### config.mk
export PLATFORM = sky130hd
export DESIGN_NAME = oscpll_ctrl
export DESIGN_NICKNAME = d
export VERILOG_FILES = /design/src/rtl/oscpll_pkg.sv /design/src/rtl/oscpll_ctrl.sv
export SDC_FILE = /design/constraint.sdc
export NUM_CORES = 1
export LEC_CHECK = 0
export BUFFER_PORTS_ARGS = -buffer_cell sky130_fd_sc_hd__buf_2
export CORE_MARGIN = 5
export CORE_UTILIZATION = 40
export DETAILED_ROUTE_END_ITERATION = 8
export PLACE_DENSITY = 0.65
export SETUP_SLACK_MARGIN = 0.4
export SLEW_MARGIN = 20
export SYNTH_ARGS = -nofsm -noshare
export SYNTH_HDL_FRONTEND = slang
export SYNTH_SLANG_ARGS = --single-unit
### constraint.sdc
create_clock -name CORE_CLK_I -period 3.4 [get_ports CORE_CLK_I]
set_input_delay 0.34 -clock CORE_CLK_I [delete_from_list [all_inputs] [get_ports CORE_CLK_I]]
set_output_delay 0.34 -clock CORE_CLK_I [all_outputs]
set_load 0.02 [all_outputs]
### src/rtl/oscpll_pkg.sv
/*
  Constants, field layout, state types and decode functions of the
  oscillator source and system PLL controller.
  Assumes a 32-bit register bus with byte addresses.
*/
package oscpll_pkg;

  localparam int ADDR_W = 5;
  localparam int CNT_W  = 16;
  localparam int FLD_W  = 3;
  localparam int TUNE_W = 6;
  localparam int WARM_W = 11;

  localparam logic [ADDR_W-1:0] OFS_CTRL = 5'h00;
  localparam logic [ADDR_W-1:0] OFS_TUNE = 5'h04;
  localparam logic [ADDR_W-1:0] OFS_KEY  = 5'h08;
  localparam logic [ADDR_W-1:0] OFS_STAT = 5'h0c;

  localparam logic [31:0] KEY_ONE  = 32'haa996655;
  localparam logic [31:0] KEY_TWO  = 32'h556699aa;
  localparam logic [3:0]  BE_ALL   = 4'hf;

  localparam int B_SWITCH  = 0;
  localparam int B_SOSC_SW = 1;
  localparam int B_LOCK    = 5;
  localparam int NOSC_LO   = 8;
  localparam int CURRENT_OSC_FIELD_LO   = 12;
  localparam int MULT_LO   = 16;
  localparam int B_RDY     = 22;
  localparam int FAST_RC_POSTSCALE_FIELD_LO = 24;
  localparam int ODIV_LO   = 27;

  localparam int S_UNLOCK = 0;
  localparam int S_BUSY   = 1;
  localparam int S_LOW_POWER_RC   = 2;
  localparam int S_SOSC   = 3;

  localparam logic [FLD_W-1:0] OSC_FAST_RC_WITH_PLL_MODE    = 3'h1;
  localparam logic [FLD_W-1:0] OSC_PRI       = 3'h2;
  localparam logic [FLD_W-1:0] OSC_PRIPLL    = 3'h3;
  localparam logic [FLD_W-1:0] LOW_POWER_RC_SYS_CODE = 3'h4;
  localparam logic [FLD_W-1:0] OSC_FAST_RC_POSTSCALE_FIELD    = 3'h7;

  localparam logic [WARM_W-1:0] SOSC_WARM = 11'h400;
  localparam logic [8:0]        DIV_MAX   = 9'h100;

  typedef enum logic [1:0] {
    KEY_LOCKED = 2'h0,
    KEY_HALF   = 2'h1,
    KEY_OPEN   = 2'h3
  } oscpll_key_t;

  typedef enum logic {
    SW_IDLE = 1'h0,
    SW_WAIT = 1'h1
  } oscpll_sw_t;

  typedef struct packed {
    logic             sosc_hw_en;
    logic             posc_xtal;
    logic [FLD_W-1:0] init_osc;
    logic [FLD_W-1:0] pll_idiv;
    logic [FLD_W-1:0] pll_mult;
    logic [FLD_W-1:0] pll_odiv;
    logic             wdt_en;
    logic             fail_safe_clock_monitor_en;
    logic             vreg_en;
  } oscpll_cfg_t;

  // Multiplier codes 0..7 give 15..21 and then 24.
  function automatic logic [4:0] mult_factor(input logic [FLD_W-1:0] c);
    mult_factor = (c == 3'h7) ? 5'h18 : 5'(5'h0f + {2'h0, c});
  endfunction : mult_factor

  // Divider codes 0..6 give powers of two, code 7 gives 256.
  function automatic logic [8:0] div_ratio(input logic [FLD_W-1:0] c);
    div_ratio = (c == 3'h7) ? DIV_MAX : 9'(9'h001 << c);
  endfunction : div_ratio

  function automatic logic uses_pll(input logic [FLD_W-1:0] c);
    uses_pll = (c == OSC_FAST_RC_WITH_PLL_MODE) || (c == OSC_PRIPLL);
  endfunction : uses_pll

endpackage : oscpll_pkg

### src/rtl/oscpll_ctrl.sv
/*
  Oscillator source and system PLL controller: secondary oscillator
  enable and warm-up, fast RC postscaler and tuning, low-power RC keep
  alive, PLL multiplier, divider and lock status, key-protected writes.
  Assumes an Avalon-MM master, static configuration words, and a
  power-up timer flag on the core clock.
*/
// The Avalon-MM register port and the placing of the registers were decided locally.
// Notes on behaviour
// Secondary oscillator needs hardware enable and software bit.
// Enabled secondary oscillator owns both crystal pins.
// Control writes need key one then key two.
// Warm-up counts 1024 cycles, then sets ready bit.
// Fast RC postscaler divides by 1 to 256.
// Current code 111 selects postscaled fast RC.
// Code 001 feeds fast RC, input divider forced.
// Each tuning step shifts fast RC by one step.
// Tuning writes need the same key sequence.
// Low-power RC runs at power-on when regulator enabled.
// After power-up timer, low-power RC runs only if needed.
// PLL reference is primary oscillator or fast RC.
// Reset copies configured multiplier and divider into control.
// Multiplier and divider writable; input divider fixed.
// Lock bit drops on input change, sets on lock/timeout.
// Lock bit clear at reset and on non-PLL sources.
// Multiplier codes map to 15..21 and 24.
// Divider codes map to 1..64 and 256.
// Configuration keeps PLL input between 4 and 5 MHz.
// Switch to crystal or PLL waits the start-up delay.
// Disabling secondary oscillator clears ready and counter.
`timescale 1ns/1ps
`default_nettype none

module oscpll_ctrl
  import oscpll_pkg::*;
#(
  parameter int OST_CYCLES       = 1024,
  parameter int PLL_START_CYCLES = 1024
) (
  input  wire logic              CORE_CLK_I,
  input  wire logic              RESET_N_I,
  input  wire logic [ADDR_W-1:0] AVS_ADDRESS_I,
  input  wire logic              AVS_READ_I,
  input  wire logic              AVS_WRITE_I,
  input  wire logic [31:0]       AVS_WRITEDATA_I,
  input  wire logic [3:0]        AVS_BYTEENABLE_I,
  output logic      [31:0]       AVS_READDATA_O,
  output logic                   AVS_WAITREQUEST_O,
  input  wire oscpll_cfg_t       CFG_I,
  input  wire logic              POWER_UP_TIMER_DONE_I,
  input  wire logic              SOSC_CLK_I,
  input  wire logic              PLL_LOCK_I,
  output logic                   SOSC_EN_O,
  output logic                   SOSC_PINS_OWNED_O,
  output logic      [FLD_W-1:0]  SYSCLK_SEL_O,
  output logic                   SWITCH_BUSY_O,
  output logic                   FRC_POST_ACTIVE_O,
  output logic      [8:0]        FRC_DIV_RATIO_O,
  output logic      [TUNE_W-1:0] FRC_TUNE_O,
  output logic                   LOW_POWER_RC_EN_O,
  output logic                   PLL_REF_FRC_O,
  output logic      [FLD_W-1:0]  PLL_IDIV_CODE_O,
  output logic                   PLL_IDIV_FORCE2_O,
  output logic      [4:0]        PLL_MULT_O,
  output logic      [8:0]        PLL_ODIV_O,
  output logic                   PLL_LOCK_O
);

  localparam logic [CNT_W-1:0] OST_LAST = CNT_W'(OST_CYCLES - 1);
  localparam logic [CNT_W-1:0] PLL_LAST = CNT_W'(PLL_START_CYCLES - 1);

  typedef struct packed {
    oscpll_key_t       key;
    oscpll_sw_t        sw;
    logic              init;
    logic              ack;
    logic [31:0]       rdata;
    logic              sosc_sw;
    logic [FLD_W-1:0]  nosc;
    logic [FLD_W-1:0]  current_osc_field;
    logic [FLD_W-1:0]  fast_rc_postscale_field;
    logic [FLD_W-1:0]  mult;
    logic [FLD_W-1:0]  odiv;
    logic [TUNE_W-1:0] tune;
    logic [WARM_W-1:0] wcnt;
    logic              rdy;
    logic [2:0]        sosc_sync;
    logic              sosc_lvl;
    logic [2:0]        lock_sync;
    logic              lock_lvl;
    logic              lock;
    logic [CNT_W-1:0]  pllcnt;
    logic [CNT_W-1:0]  ost;
  } oscpll_state_t;

  oscpll_state_t s_q;
  oscpll_state_t s_d;

  logic        wr_ok;
  logic        unlocked;
  logic        sosc_on;
  logic        sosc_rise;
  logic        lock_agree;
  logic [31:0] ctrl_rd;
  logic [31:0] stat_rd;
  logic [31:0] wv;
  logic [31:0] tv;

  function automatic logic [31:0] merge(input logic [31:0] old_v,
                                        input logic [31:0] new_v,
                                        input logic [3:0]  be);
    logic [31:0] r;
    r = old_v;
    for (int i = 0; i < 4; i++) begin
      if (be[i]) begin
        r[8*i +: 8] = new_v[8*i +: 8];
      end
    end
    merge = r;
  endfunction : merge

  function automatic logic needs_delay(input logic [FLD_W-1:0] c,
                                       input logic            xtal);
    needs_delay = uses_pll(c) || ((c == OSC_PRI) && xtal);
  endfunction : needs_delay

  assign unlocked   = (s_q.key == KEY_OPEN);
  assign wr_ok      = AVS_WRITE_I && s_q.ack;
  assign sosc_on    = CFG_I.sosc_hw_en && s_q.sosc_sw;
  assign sosc_rise  = (s_q.sosc_sync[1] == s_q.sosc_sync[2]) &&
                      s_q.sosc_sync[2] && !s_q.sosc_lvl;
  assign lock_agree = (s_q.lock_sync[1] == s_q.lock_sync[2]);

  always_comb begin
    ctrl_rd                        = '0;
    ctrl_rd[B_SWITCH]              = (s_q.sw == SW_WAIT);
    ctrl_rd[B_SOSC_SW]             = s_q.sosc_sw;
    ctrl_rd[B_LOCK]                = s_q.lock;
    ctrl_rd[NOSC_LO +: FLD_W]      = s_q.nosc;
    ctrl_rd[CURRENT_OSC_FIELD_LO +: FLD_W]      = s_q.current_osc_field;
    ctrl_rd[MULT_LO +: FLD_W]      = s_q.mult;
    ctrl_rd[B_RDY]                 = s_q.rdy;
    ctrl_rd[FAST_RC_POSTSCALE_FIELD_LO +: FLD_W]    = s_q.fast_rc_postscale_field;
    ctrl_rd[ODIV_LO +: FLD_W]      = s_q.odiv;
    stat_rd                        = '0;
    stat_rd[S_UNLOCK]              = unlocked;
    stat_rd[S_BUSY]                = (s_q.sw == SW_WAIT);
    stat_rd[S_LOW_POWER_RC]                = LOW_POWER_RC_EN_O;
    stat_rd[S_SOSC]                = sosc_on;
  end

  always_comb begin
    s_d = s_q;
    wv  = merge(ctrl_rd, AVS_WRITEDATA_I, AVS_BYTEENABLE_I);
    tv  = merge({{(32-TUNE_W){1'b0}}, s_q.tune}, AVS_WRITEDATA_I, AVS_BYTEENABLE_I);

    // Bus answer: one wait cycle, read data latched meanwhile.
    s_d.ack = (AVS_READ_I || AVS_WRITE_I) && !s_q.ack;
    if (AVS_READ_I && !s_q.ack) begin
      case (AVS_ADDRESS_I)
        OFS_CTRL: s_d.rdata = ctrl_rd;
        OFS_TUNE: s_d.rdata = {{(32-TUNE_W){1'b0}}, s_q.tune};
        OFS_STAT: s_d.rdata = stat_rd;
        default:  s_d.rdata = '0;
      endcase
    end

    // Pin synchronisers; a level counts once stages two and three agree.
    s_d.sosc_sync = {s_q.sosc_sync[1:0], SOSC_CLK_I};
    s_d.lock_sync = {s_q.lock_sync[1:0], PLL_LOCK_I};
    if (s_q.sosc_sync[1] == s_q.sosc_sync[2]) begin
      s_d.sosc_lvl = s_q.sosc_sync[2];
    end
    if (lock_agree) begin
      s_d.lock_lvl = s_q.lock_sync[2];
    end

    // Secondary oscillator warm-up.
    if (!sosc_on) begin
      s_d.wcnt = '0;
      s_d.rdy  = 1'b0;
    end else if (sosc_rise && !s_q.rdy) begin
      s_d.wcnt = WARM_W'(s_q.wcnt + 1'b1);
      if (s_q.wcnt == WARM_W'(SOSC_WARM - 1'b1)) begin
        s_d.rdy = 1'b1;
      end
    end

    // PLL lock status follows lock or start-up timeout.
    if (uses_pll(s_q.current_osc_field)) begin
      if (!s_q.lock) begin
        if (s_q.lock_lvl || (s_q.pllcnt == PLL_LAST)) begin
          s_d.lock = 1'b1;
        end else begin
          s_d.pllcnt = CNT_W'(s_q.pllcnt + 1'b1);
        end
      end
    end else begin
      s_d.lock   = 1'b0;
      s_d.pllcnt = '0;
    end

    // Clock switch start-up delay.
    case (s_q.sw)
      SW_IDLE: begin
        s_d.ost = '0;
      end
      SW_WAIT: begin
        s_d.ost = CNT_W'(s_q.ost + 1'b1);
        if (s_q.ost == OST_LAST) begin
          s_d.sw   = SW_IDLE;
          s_d.current_osc_field = s_q.nosc;
          s_d.lock = 1'b0;
          s_d.pllcnt = '0;
        end
      end
      default: begin
        s_d.sw = SW_IDLE;
      end
    endcase

    // Register writes; protected ones only while the keys are open.
    if (wr_ok && (AVS_ADDRESS_I == OFS_KEY)) begin
      if ((AVS_BYTEENABLE_I == BE_ALL) && (AVS_WRITEDATA_I == KEY_ONE)) begin
        s_d.key = KEY_HALF;
      end else if ((AVS_BYTEENABLE_I == BE_ALL) && (s_q.key == KEY_HALF) &&
                   (AVS_WRITEDATA_I == KEY_TWO)) begin
        s_d.key = KEY_OPEN;
      end else begin
        s_d.key = KEY_LOCKED;
      end
    end
    if (wr_ok && unlocked && (AVS_ADDRESS_I == OFS_CTRL)) begin
      s_d.sosc_sw = wv[B_SOSC_SW];
      s_d.fast_rc_postscale_field  = wv[FAST_RC_POSTSCALE_FIELD_LO +: FLD_W];
      s_d.mult    = wv[MULT_LO +: FLD_W];
      s_d.odiv    = wv[ODIV_LO +: FLD_W];
      if (s_q.sw == SW_IDLE) begin
        s_d.nosc = wv[NOSC_LO +: FLD_W];
        if (wv[B_SWITCH] && AVS_WRITEDATA_I[B_SWITCH]) begin
          if (needs_delay(wv[NOSC_LO +: FLD_W], CFG_I.posc_xtal)) begin
            s_d.sw = SW_WAIT;
          end else begin
            s_d.current_osc_field = wv[NOSC_LO +: FLD_W];
          end
        end
      end
    end
    if (wr_ok && unlocked && (AVS_ADDRESS_I == OFS_TUNE)) begin
      s_d.tune = tv[TUNE_W-1:0];
    end

    // First edge after reset loads the configuration words.
    if (s_q.init) begin
      s_d.init   = 1'b0;
      s_d.mult   = CFG_I.pll_mult;
      s_d.odiv   = CFG_I.pll_odiv;
      s_d.current_osc_field   = CFG_I.init_osc;
      s_d.nosc   = CFG_I.init_osc;
      s_d.lock   = 1'b0;
      s_d.pllcnt = '0;
    end
  end

  always_ff @(posedge CORE_CLK_I or negedge RESET_N_I) begin
    if (!RESET_N_I) begin
      s_q      <= '0;
      s_q.init <= 1'b1;
    end else begin
      s_q <= s_d;
    end
  end

  assign AVS_WAITREQUEST_O = (AVS_READ_I || AVS_WRITE_I) && !s_q.ack;
  assign AVS_READDATA_O    = s_q.rdata;
  assign SOSC_EN_O         = sosc_on;
  assign SOSC_PINS_OWNED_O = sosc_on;
  assign SYSCLK_SEL_O      = s_q.current_osc_field;
  assign SWITCH_BUSY_O     = (s_q.sw == SW_WAIT);
  assign FRC_POST_ACTIVE_O = (s_q.current_osc_field == OSC_FAST_RC_POSTSCALE_FIELD);
  assign FRC_DIV_RATIO_O   = div_ratio(s_q.fast_rc_postscale_field);
  assign FRC_TUNE_O        = s_q.tune;
  assign LOW_POWER_RC_EN_O         = POWER_UP_TIMER_DONE_I ?
                             (CFG_I.fail_safe_clock_monitor_en || CFG_I.wdt_en ||
                              (s_q.current_osc_field == LOW_POWER_RC_SYS_CODE)) :
                             CFG_I.vreg_en;
  assign PLL_REF_FRC_O     = (s_q.current_osc_field == OSC_FAST_RC_WITH_PLL_MODE);
  assign PLL_IDIV_CODE_O   = CFG_I.pll_idiv;
  assign PLL_IDIV_FORCE2_O = (s_q.current_osc_field == OSC_FAST_RC_WITH_PLL_MODE);
  assign PLL_MULT_O        = mult_factor(s_q.mult);
  assign PLL_ODIV_O        = div_ratio(s_q.odiv);
  assign PLL_LOCK_O        = s_q.lock;
endmodule : oscpll_ctrl

`default_nettype wire

==> metrics.log, run 1 <==
[metrics] post-CTS setup repair buffer count: 0
[metrics] vertical extent of the die: 129 um
[metrics] Final period util: 66.7%
[metrics] worst setup path category: reg2out
[metrics] leading cell types by count after synthesis: dfrtp_1 (101), nand2_1 (77), buf_4 (48)
[metrics] Non-Filler Cell Area, Final: 0.00640 mm2
[metrics] status: complete, no violations
[metrics] worst reg2reg setup slack: 1.30 ns
[metrics] Yosys top cell area share: 44.9%
[metrics] clock skew after layout: 0.00702 ns
[metrics] relative area change from synthesis to final layout: 13.8%
[metrics] post-synthesis register bit count: 102
[metrics] setup repair after global routing missed its margin: no
[metrics] Worst setup EP type: primary output
[metrics] via count of the first global-routing pass: 4558
[metrics] estimated wirelength of the detail-placed design: 10700 um
[metrics] leading area contributor after synthesis: dfrtp_1
[metrics] quantity of gates resized following cts: 0
[metrics] global-route total usage across every layer: 17.4%
[metrics] Reg clk slew, reported paths: 0.06 ns
[metrics] clock latency of the later-clocked register in the worst-skew pair: 0.34 ns
[metrics] WL final: 14100 um
[metrics] starting density of the core: 40.7%
[metrics] arrival time of the worst setup path: 1.93 ns
[metrics] Clock Sink Count: 102
[metrics] Filler Cells Inserted: 1315
[metrics] final hold vios: 0
[metrics] DP Area: 0.00609 mm2
[metrics] most area-consuming cells after synthesis: dfrtp_1 (45%), buf_4 (6.4%), nand2_1 (5.1%)
[metrics] number of enable flip-flop cells after synthesis: 0
[metrics] number of levels in the clock H-tree: 3
[metrics] clock tree from TritonCTS: done
[metrics] number of inserted diodes: 0
[metrics] areal power density over the cells: 404 mW/mm2
[metrics] placeable core region: 0.0138 mm2
[metrics] DR DRC count: 0
[metrics] Post-synth top flop: dfrtp_1
[metrics] Netlist Area Pre-Place: 0.00562 mm2
[metrics] Inserted Clock Buffers: 9
[metrics] GP Congestion: 0.828
[metrics] grt ovf: 0
[metrics] global-route wire length before repair: 23200 um
[metrics] final net count: 726
[metrics] detailed-router iteration count before antenna repair: 4
[metrics] routed len/inst: 16.7 um
[metrics] LEAKAGE: 3.02 nW
[metrics] largest net degree at the start of global routing: 57
[metrics] beginning of the worst register-to-register path: SWITCH_BUSY_O
[metrics] Slew Limit Headroom: 27.5%
[metrics] placement row count: 43
[metrics] final-report setup violation count: 0
[metrics] required time of the critical path: 3.06 ns
[metrics] CTS Buffer Depth: 2
[metrics] io pins: 141
[metrics] sequential-to-total area share from yosys stat: 45.4%
[metrics] most common cell in the netlist: dfrtp_1
[metrics] number of slew-limit violations in the final report: 0
[metrics] classification of the worst-slack hold path: in2async
[metrics] hold buffer count at CTS: 0
[metrics] floorplan die width: 129 um
[metrics] Syn Inst Count: 578
[metrics] Synth cell types: 54
[metrics] worst slew pin tran: 1.09 ns
[metrics] via count of the routed design: 4479
[metrics] number of DRC markers after the initial detailed-route iteration: 369
[metrics] Yosys warning total: 0
[metrics] kind of start point of the critical path: flop
[metrics] max-cap violation count: 0
[metrics] share of async-settable or async-resettable flops after synthesis: 100%
[metrics] number of antenna violations at the first check in global routing: 0
[metrics] DIE AREA: 0.0165 mm2
[metrics] length in cells of the worst reg-to-reg path: 5
[metrics] Max Clk Rate: 441 MHz
[metrics] maximum vdd ir drop: 0.238 mV
[metrics] antenna viol nets, final: 0
[metrics] summed negative setup slack over all endpoints: 0 ns
[metrics] routed via count divided by cell count: 5.33
[metrics] final period demand of the worst path: 2.27 ns
[metrics] maximum fanout count along the critical path: 6
[metrics] quantity of I/O buffers inserted on ports: 122
[metrics] Critical R2R Capture: PLL_LOCK_O
[metrics] root buffer cell: clkbuf_16
[metrics] per-instance average area after synthesis: 9.73 um2
[metrics] fraction of final layout cells with drive strength greater than 1: 25.3%
cells in the final DEF (no fill, tap or decap), drive strengths merged, types with 8 or more instances in the layout:
cell / synthesis / routed
conb: 1 / 13
nor4bb: 13 / 13
and2: 11 / 11
mux2: 12 / 12
buf: 48 / 124
nor2: 26 / 26
or4: 10 / 10
and3: 9 / 9
o21ai: 29 / 29
o31ai: 18 / 18
a21oi: 16 / 16
dfrtp: 101 / 101
mux2i: 25 / 25
nand4: 12 / 12
xnor2: 10 / 10
inv: 13 / 13
nand3: 22 / 22
nand2: 77 / 77
or3: 8 / 8
clkbuf: 21 / 10
and4: 10 / 10
registers in the layout, indices dropped and copies added, names as in the netlist:
name and count:
SYSCLK_SEL_O 3, PLL_LOCK_O 1, s_q 51, SWITCH_BUSY_O 1, FRC_TUNE_O 6, s_d 4, AVS_READDATA_O 22, ctrl_rd 14
how the worst max path moves through the flow:
stage	to	from	slack [ns]
detailed placement	ctrl_rd[1]	AVS_ADDRESS_I[4]	1.26
CTS	LOW_POWER_RC_EN_O	SYSCLK_SEL_O[0]	1.12
finish	LOW_POWER_RC_EN_O	SYSCLK_SEL_O[0]	1.13
global placement	ctrl_rd[1]	AVS_ADDRESS_I[4]	1.31
global route	s_q[22]	SWITCH_BUSY_O	1.04
floorplan	s_q[18]	s_q[29]	1.61
report_power, final:
group          switching (W)  total [W]  internal [W]
clock network       0.000456    0.00104      0.000588
registers          0.0000358    0.00127       0.00124
logic               0.000173   0.000268     0.0000949
critical path, stage by stage (launching register included):
cell and delay (ns):
dfrtp_1 0.42, or3b_2 0.53, a31oi_1 0.39, buf_2 0.25
area by class of cell:
| type | count | area [um2] | share of cell area, % |
|---|---|---|---|
| Clock buffer | 10 | 239 | 3.74 |
| Clock inverter | 6 | 61.3 | 0.958 |
| Inverter | 13 | 48.8 | 0.763 |
| Multi-Input combinational cell | 406 | 2630 | 41.1 |
| Sequential cell | 102 | 2550 | 39.9 |
| Tap cell | 180 | 225 | 3.52 |
| Timing Repair Buffer | 124 | 641 | 10.0 |
cell families (layout without fill, tap and decap cells):
kind of cell | count (synthesis) | in the layout | share of synthesized area [%]
AOI/OAI and AO/OA | 84 | 84 | 9.48
adders and majority gates | 6 | 6 | 1.29
muxes | 37 | 37 | 6.85
buffers and inverters | 82 | 153 | 8.68
and+or+nand+nor | 249 | 249 | 25.6
other | 1 | 13 | 0.0667
xor gates and xnor gates | 17 | 17 | 2.65
DFF | 102 | 102 | 45.4
through the flow:
step           total power [W]  hold slack [ns]  util [%]  worst slack (ns)  cells
5_1_grt                0.00269           0.0525      46.3              1.04    841
6_report               0.00259          0.00902      46.3              1.13    841
2_1_floorplan          0.00146           0.0444         -              1.61    590
3_3_place_gp           0.00156            0.333      44.1              1.31    825
3_5_place_dp           0.00157            0.348      44.1              1.26    825
4_1_cts                0.00261           0.0317      46.2              1.12    841
layer usage:
layer	GRT usage, %	share of wire, %	up-vias
met5	0	0	-
met4	5.00	1.4	0
li1	-	-	2177
met1	23.6	45	2163
met3	3.45	4.8	15
met2	28.6	49	124
Power figures use the tool's default switching activity.
==> run 2, diff against run 1 <==
--- a/config.mk
+++ b/config.mk
@@ -9,7 +9,7 @@
 export CORE_MARGIN = 5
 export CORE_UTILIZATION = 40
 export DETAILED_ROUTE_END_ITERATION = 8
-export PLACE_DENSITY = 0.65
+export PLACE_DENSITY = 0.67
 export SETUP_SLACK_MARGIN = 0.4
 export SLEW_MARGIN = 20
 export SYNTH_ARGS = -nofsm -noshare
==> constraint.sdc (replaced) <==
create_clock -name CORE_CLK_I -period 1.9 [get_ports CORE_CLK_I]
set_input_delay 0.19 -clock CORE_CLK_I [delete_from_list [all_inputs] [get_ports CORE_CLK_I]]
set_output_delay 0.19 -clock CORE_CLK_I [all_outputs]
set_load 0.02 [all_outputs]
==> metrics.log, run 2 (same netlist as run 1, synthesis figures left out) <==
[metrics] clock skew after layout: 0.00715 ns
[metrics] via count of the first global-routing pass: 4709
[metrics] clock latency of the later-clocked register in the worst-skew pair: 0.35 ns
[metrics] arrival time of the worst setup path: 2.07 ns
[metrics] number of slew-limit violations in the final report: 0
[metrics] global-route wire length before repair: 23200 um
[metrics] Reg clk slew, reported paths: 0.07 ns
[metrics] placeable core region: 0.0138 mm2
[metrics] Total Power: 0.00492 W
[metrics] CTS Buffer Depth: 2
[metrics] root buffer cell: clkbuf_16
[metrics] grt ovf: 0
[metrics] Final period util: 94.3%
[metrics] floorplan die width: 129 um
[metrics] fraction of final layout cells with drive strength greater than 1: 38.5%
[metrics] Inserted Clock Buffers: 9
[metrics] final period demand of the worst path: 1.79 ns
[metrics] routed via count divided by cell count: 5.30
[metrics] global-route total usage across every layer: 17.5%
[metrics] areal power density over the cells: 675 mW/mm2
[metrics] quantity of I/O buffers inserted on ports: 122
[metrics] estimated wirelength of the detail-placed design: 10400 um
[metrics] routed len/inst: 16.5 um
[metrics] Slew Limit Headroom: 64.1%
[metrics] worst slew pin tran: 0.539 ns
[metrics] maximum vdd ir drop: 0.381 mV
[metrics] number of levels in the clock H-tree: 3
[metrics] final hold vios: 0
[metrics] required time of the critical path: 2.18 ns
[metrics] vertical extent of the die: 129 um
[metrics] clock tree from TritonCTS: done
[metrics] starting density of the core: 40.7%
[metrics] worst setup path category: reg2reg
[metrics] detailed-router iteration count before antenna repair: 4
[metrics] classification of the worst-slack hold path: in2reg
[metrics] kind of start point of the critical path: flop
[metrics] GP Congestion: 0.830
[metrics] placement row count: 43
[metrics] largest net degree at the start of global routing: 103
[metrics] commonest non-fill, non-tap cells in the layout: buf_2 (113), dfrtp_1 (89), nand2_1 (72), buf_4 (43), mux2i_1 (25)
[metrics] final-report setup violation count: 0
[metrics] number of DRC markers after the initial detailed-route iteration: 231
[metrics] number of inserted diodes: 0
[metrics] summed negative setup slack over all endpoints: 0 ns
[metrics] setup repair after global routing missed its margin: yes
[metrics] max reg flops: 51
[metrics] antenna viol nets, final: 0
[metrics] Worst setup EP type: flop
[metrics] maximum fanout count along the critical path: 4
[metrics] relative area change from synthesis to final layout: 29.6%
[metrics] Clock Sink Count: 102
[metrics] Largest Register: s_q
[metrics] via count of the routed design: 4749
[metrics] io pins: 141
[metrics] max-cap violation count: 0
[metrics] LEAKAGE: 3.38 nW
[metrics] commonest non-fill, non-tap cell in the layout: buf_2
[metrics] number of antenna violations at the first check in global routing: 0
[metrics] DIE AREA: 0.0165 mm2
[metrics] WL final: 14800 um
[metrics] DR DRC count: 0
[metrics] status: complete, no violations
[metrics] Max Clk Rate: 558 MHz
[metrics] final net count: 781
==> run 2: area by class of cell <==
cell class / instances / area, um2
well taps: 180 / 225
fillers: 1234 / 6540
clock buffers: 9 / 225
repair buffers: 179 / 1170
multi-input cells: 406 / 2950
clock inverters: 7 / 97.6
inverters: 13 / 48.8
flip-flops and latches: 102 / 2570
==> run 2: report_power, final <==
part | switching (W) | leakage (nW) | total, W | internal (W)
clock | 0.000848 | 0.152 | 0.00201 | 0.00116
combinational | 0.000366 | 1.87 | 0.000637 | 0.000271
sequential | 0.0000526 | 1.36 | 0.00227 | 0.00222
total | 0.00127 | 3.38 | 0.00492 | 0.00365
==> run 2: per-layer routing <==
metal  routed length, um  global-route usage [%]  part of all wire (%)
met1                6500                    24.5                    44
met2                7180                    27.8                    49
met3                 853                    3.40                   5.8
met4                 253                    5.37                   1.7
met5                   0                       0                     0
==> run 2: critical path: stages, from the launching register on <==
cell,delay [ns]
dfrtp_1,0.38
or4bb_4,0.58
o41a_1,0.47
nand2_1,0.12
mux2i_1,0.17
==> run 2: timing repair <==
action	4_1_cts	5_1_grt
buffers inserted	30	9
endpoints found under the setup margin	46	70
gates cloned	1	0
resized for setup	63	49
endpoints found under the hold margin	103	0
hold buffers	3	0
pin swaps	23	22
==> run 2: final timing paths <==
| check | cells after the start | slack [ns] | startpoint | to |
|---|---|---|---|---|
| min | 3 | 0.06 | CFG_I[8] | ctrl_rd[18] |
| min reg2reg | 0 | 0.35 | s_d[35] | s_d[36] |
| max in group asynchronous | 3 | 1.02 | RESET_N_I | SYSCLK_SEL_O[2] |
| max reg2reg | 4 | 0.11 | s_q[26] | s_q[18] |
| min in group asynchronous | 3 | 0.46 | RESET_N_I | s_q[48] |
| max | 4 | 0.11 | s_q[26] | s_q[18] |
==> run 2: per-stage QoR <==
| step | instance area [um2] | instances | setup slack (ns) | utilization (%) | hold WS, ns |
|---|---|---|---|---|---|
| 3_5_place_dp | 6230 | 837 | 0.0480 | 45.0 | 0.306 |
| 6_report | 7290 | 896 | 0.108 | 52.7 | 0.0584 |
| 2_1_floorplan | 5720 | 590 | 0.148 | - | -0.106 |
| 5_1_grt | 7290 | 896 | 0.0871 | 52.7 | 0.0681 |
| 3_3_place_gp | 6230 | 837 | 0.0964 | 45.0 | 0.300 |
| 4_1_cts | 7030 | 887 | 0.114 | 50.9 | 0.0501 |
==> run 3, diff against run 2 <==
--- a/config.mk
+++ b/config.mk
@@ -5,6 +5,7 @@
 export SDC_FILE = /design/constraint.sdc
 export NUM_CORES = 1
 export LEC_CHECK = 0
+export ABC_AREA = 1
 export BUFFER_PORTS_ARGS = -buffer_cell sky130_fd_sc_hd__buf_2
 export CORE_MARGIN = 5
 export CORE_UTILIZATION = 40
==> metrics.log, run 3 <==
[metrics] largest net degree at the start of global routing: 41
[metrics] GRT met1 Usage: 24.3%
[metrics] antenna viol nets, final: 0
[metrics] worst setup path category: reg2out
[metrics] summed negative setup slack over all endpoints: 0 ns
[metrics] Filler Cells Inserted: 1366
[metrics] Crit path buffers/inverters: 2
[metrics] starting density of the core: 41.1%
[metrics] GP Congestion: 0.877
[metrics] Syn Inst Count: 726
[metrics] Hold Crit Endpoint: ctrl_rd[16]
[metrics] routed via count divided by cell count: 4.86
[metrics] commonest non-fill, non-tap cells in the layout: nand2_1 (149), buf_2 (115), dfrtp_1 (96), inv_1 (70), nor2_1 (65)
[metrics] maximum fanout count along the critical path: 3
[metrics] number of enable flip-flop cells after synthesis: 0
[metrics] quantity of I/O buffers inserted on ports: 122
[metrics] combinational share of power: 12.8%
[metrics] clock tree from TritonCTS: done
[metrics] floorplan die width: 130 um
[metrics] WL final: 14900 um
[metrics] combinational family with the most area after synthesis: simple AND/OR/NAND/NOR gates
[metrics] clock skew after layout: 0.00703 ns
[metrics] Clock Sink Count: 102
[metrics] number of non-filler instances in the completed layout: 1035
[metrics] Max Clk Rate: 597 MHz
[metrics] most common cell in the netlist: nand2_1
[metrics] max reg flops: 51
[metrics] post-synthesis mux area share: 0.783%
[metrics] Yosys top cell area share: 43.9%
[metrics] setup repair after global routing missed its margin: yes
[metrics] Worst Min Path Start: CFG_I[6]
[metrics] clock latency of the later-clocked register in the worst-skew pair: 0.36 ns
[metrics] Post-synth top flop: dfrtp_1
[metrics] Critical R2R Capture: s_q[20]
[metrics] io pins: 141
[metrics] root buffer cell: clkbuf_16
[metrics] area occupied by multi-input gates: 0.00267 mm2
[metrics] Reg clk slew, reported paths: 0.07 ns
[metrics] Worst Hold Depth: 3
[metrics] share of synthesized cell area in full adder, half adder and majority cells: 1.26%
[metrics] maximum vdd ir drop: 0.466 mV
[metrics] via count of the routed design: 5031
[metrics] Inserted Clock Buffers: 9
[metrics] status: complete, no violations
[metrics] CTS Buffer Depth: 2
[metrics] LEAKAGE: 3.43 nW
[metrics] post-synthesis simple-gate area fraction: 29.0%
[metrics] share of async-settable or async-resettable flops after synthesis: 100%
[metrics] met2 layer usage reported by global route: 28.0%
[metrics] kind of start point of the critical path: flop
[metrics] number of antenna violations at the first check in global routing: 0
[metrics] max-cap violation count: 0
[metrics] most area-consuming cells after synthesis: dfrtp_1 (44%), nand2_1 (10%), buf_4 (6.3%)
[metrics] Worst path max stage delay: 0.40 ns
[metrics] length in cells of the worst reg-to-reg path: 8
[metrics] vertical extent of the die: 130 um
[metrics] Netlist Area Pre-Place: 0.00576 mm2
[metrics] final hold vios: 0
[metrics] placeable core region: 0.0140 mm2
[metrics] XOR/XNOR Fraction of Synth Area: 1.07%
[metrics] areal power density over the cells: 705 mW/mm2
[metrics] Worst setup EP type: primary output
[metrics] DR DRC count: 0
[metrics] commonest non-fill, non-tap cell in the layout: nand2_1
[metrics] estimated wirelength of the detail-placed design: 11200 um
[metrics] Most Crowded Layer GR: met2
[metrics] post-synthesis register bit count: 102
[metrics] number of levels in the clock H-tree: 3
[metrics] Cell Chain, Critical Path: nor2_2, ha_1, or2_4, inv_2, buf_6
[metrics] sequential-to-total area share from yosys stat: 44.4%
[metrics] required time of the critical path: 1.71 ns
[metrics] placement row count: 43
[metrics] worst reg2reg setup slack: 0.39 ns
[metrics] via count of the first global-routing pass: 4788
[metrics] Largest Register: s_q
[metrics] relative area change from synthesis to final layout: 23.9%
[metrics] worst slew pin tran: 0.509 ns
[metrics] global-route total usage across every layer: 17.6%
[metrics] final-report setup violation count: 0
[metrics] slowest library cell on the worst path: dfrtp_1
[metrics] final period demand of the worst path: 1.67 ns
[metrics] fraction of final layout cells with drive strength greater than 1: 32.5%
[metrics] number of DRC markers after the initial detailed-route iteration: 345
[metrics] cell internal power dissipation: 0.00374 W
[metrics] beginning of the worst register-to-register path: s_q[1]
[metrics] grt ovf: 0
[metrics] switching share of power: 25.6%
[metrics] dpl cells: 990
[metrics] proportion of power drawn by flip-flops and latches: 45.2%
[metrics] Slew Limit Headroom: 66.0%
[metrics] FF/Latch Area: 0.00256 mm2
[metrics] switching power of the nets: 0.00129 W
[metrics] final net count: 920
[metrics] Final period util: 88.1%
[metrics] DIE AREA: 0.0169 mm2
[metrics] Yosys warning total: 0
[metrics] classification of the worst-slack hold path: in2reg
[metrics] Synth cell types: 50
[metrics] number of slew-limit violations in the final report: 0
[metrics] met3 Resource Use GR: 2.91%
[metrics] leading cell types by count after synthesis: nand2_1 (155), dfrtp_1 (101), inv_1 (86)
[metrics] kind of cell adding the most delay to the critical path: flip-flops
[metrics] per-instance average area after synthesis: 7.93 um2
[metrics] number of inserted diodes: 0
[metrics] detailed-router iteration count before antenna repair: 4
[metrics] arrival time of the worst setup path: 1.48 ns
[metrics] Synth Area in Compound Gates: 10.1%
[metrics] clock network fraction of design power: 42.1%
[metrics] global-route wire length before repair: 23600 um
[metrics] routed len/inst: 14.4 um
[metrics] leading area contributor after synthesis: dfrtp_1
[run 3: cell type report]
cell class              instances  area share (%)
inverters                      95            5.18
clock buffers                  10            3.21
well taps                     180            3.16
multi-input cells             482            37.4
repair buffers                160            13.6
flip-flops and latches        102            35.9
clock inverters                 6            1.54
[run 3: worst reg2reg max path: stages, from the launching register on]
cell and delay (ns):
dfrtp_1 0.37, ha_2 0.22, nand2_4 0.07, nor2_4 0.13
nand3_4 0.13, o21ai_4 0.26, inv_4 0.11, nand2_1 0.08
a21oi_1 0.04
[run 3: per-stage QoR]
step           instance area [um2]  power, W  hold WS [ns]  setup slack [ns]  util, %
3_3_place_gp                  6320   0.00285         0.137             0.292     45.2
4_1_cts                       6850   0.00500        0.0417             0.215     49.0
2_1_floorplan                 5800   0.00264        -0.106             0.454        -
5_1_grt                       7130   0.00522        0.0623             0.173     51.0
3_5_place_dp                  6320   0.00285         0.133             0.270     45.2
6_report                      7130   0.00503        0.0431             0.225     51.0
[run 3: routing by layer]
metal	part of all wire [%]	wire, um
met1	45	6760
met4	1.8	274
met3	4.2	620
met5	0	0
met2	49	7250
[run 3: how the worst max path moves through the flow]
stage	from	endpoint	slack (ns)	cells past startpoint
2_1_floorplan	s_q[16]	s_q[29]	0.45	11
3_3_place_gp	s_q[0]	s_q[30]	0.29	8
3_5_place_dp	s_q[0]	s_q[20]	0.27	8
4_1_cts	ctrl_rd[16]	PLL_MULT_O[2]	0.22	5
5_1_grt	ctrl_rd[16]	PLL_MULT_O[2]	0.17	5
6_report	ctrl_rd[17]	PLL_MULT_O[2]	0.23	5
[run 3: timing repair]
action | 4_1_cts | 5_1_grt
resized for setup | 24 | 63
hold buffers | 3 | 0
setup buffers | 12 | 14
pin swaps | 8 | 25
hold endpoints to repair | 25 | 0
endpoints found under the setup margin | 29 | 57
[run 3: logic make-up after synthesis]
group / count (synthesis)
other: 1
adder cells (fa/ha/maj): 6
multiplexers: 4
buffers and inverters: 154
flip-flops: 102
AND/OR/NAND/NOR: 356
AO/OA/AOI/OAI: 96
XOR/XNOR: 7
[run 3: power groups by stage]
stage,sequential [W],combinational (W),clock [W]
3_3_place_gp,0.00230,0.000543,0
5_1_grt,0.00228,0.000709,0.00224
4_1_cts,0.00226,0.000601,0.00214
2_1_floorplan,0.00229,0.000343,0
3_5_place_dp,0.00230,0.000547,0
6_report,0.00227,0.000643,0.00211
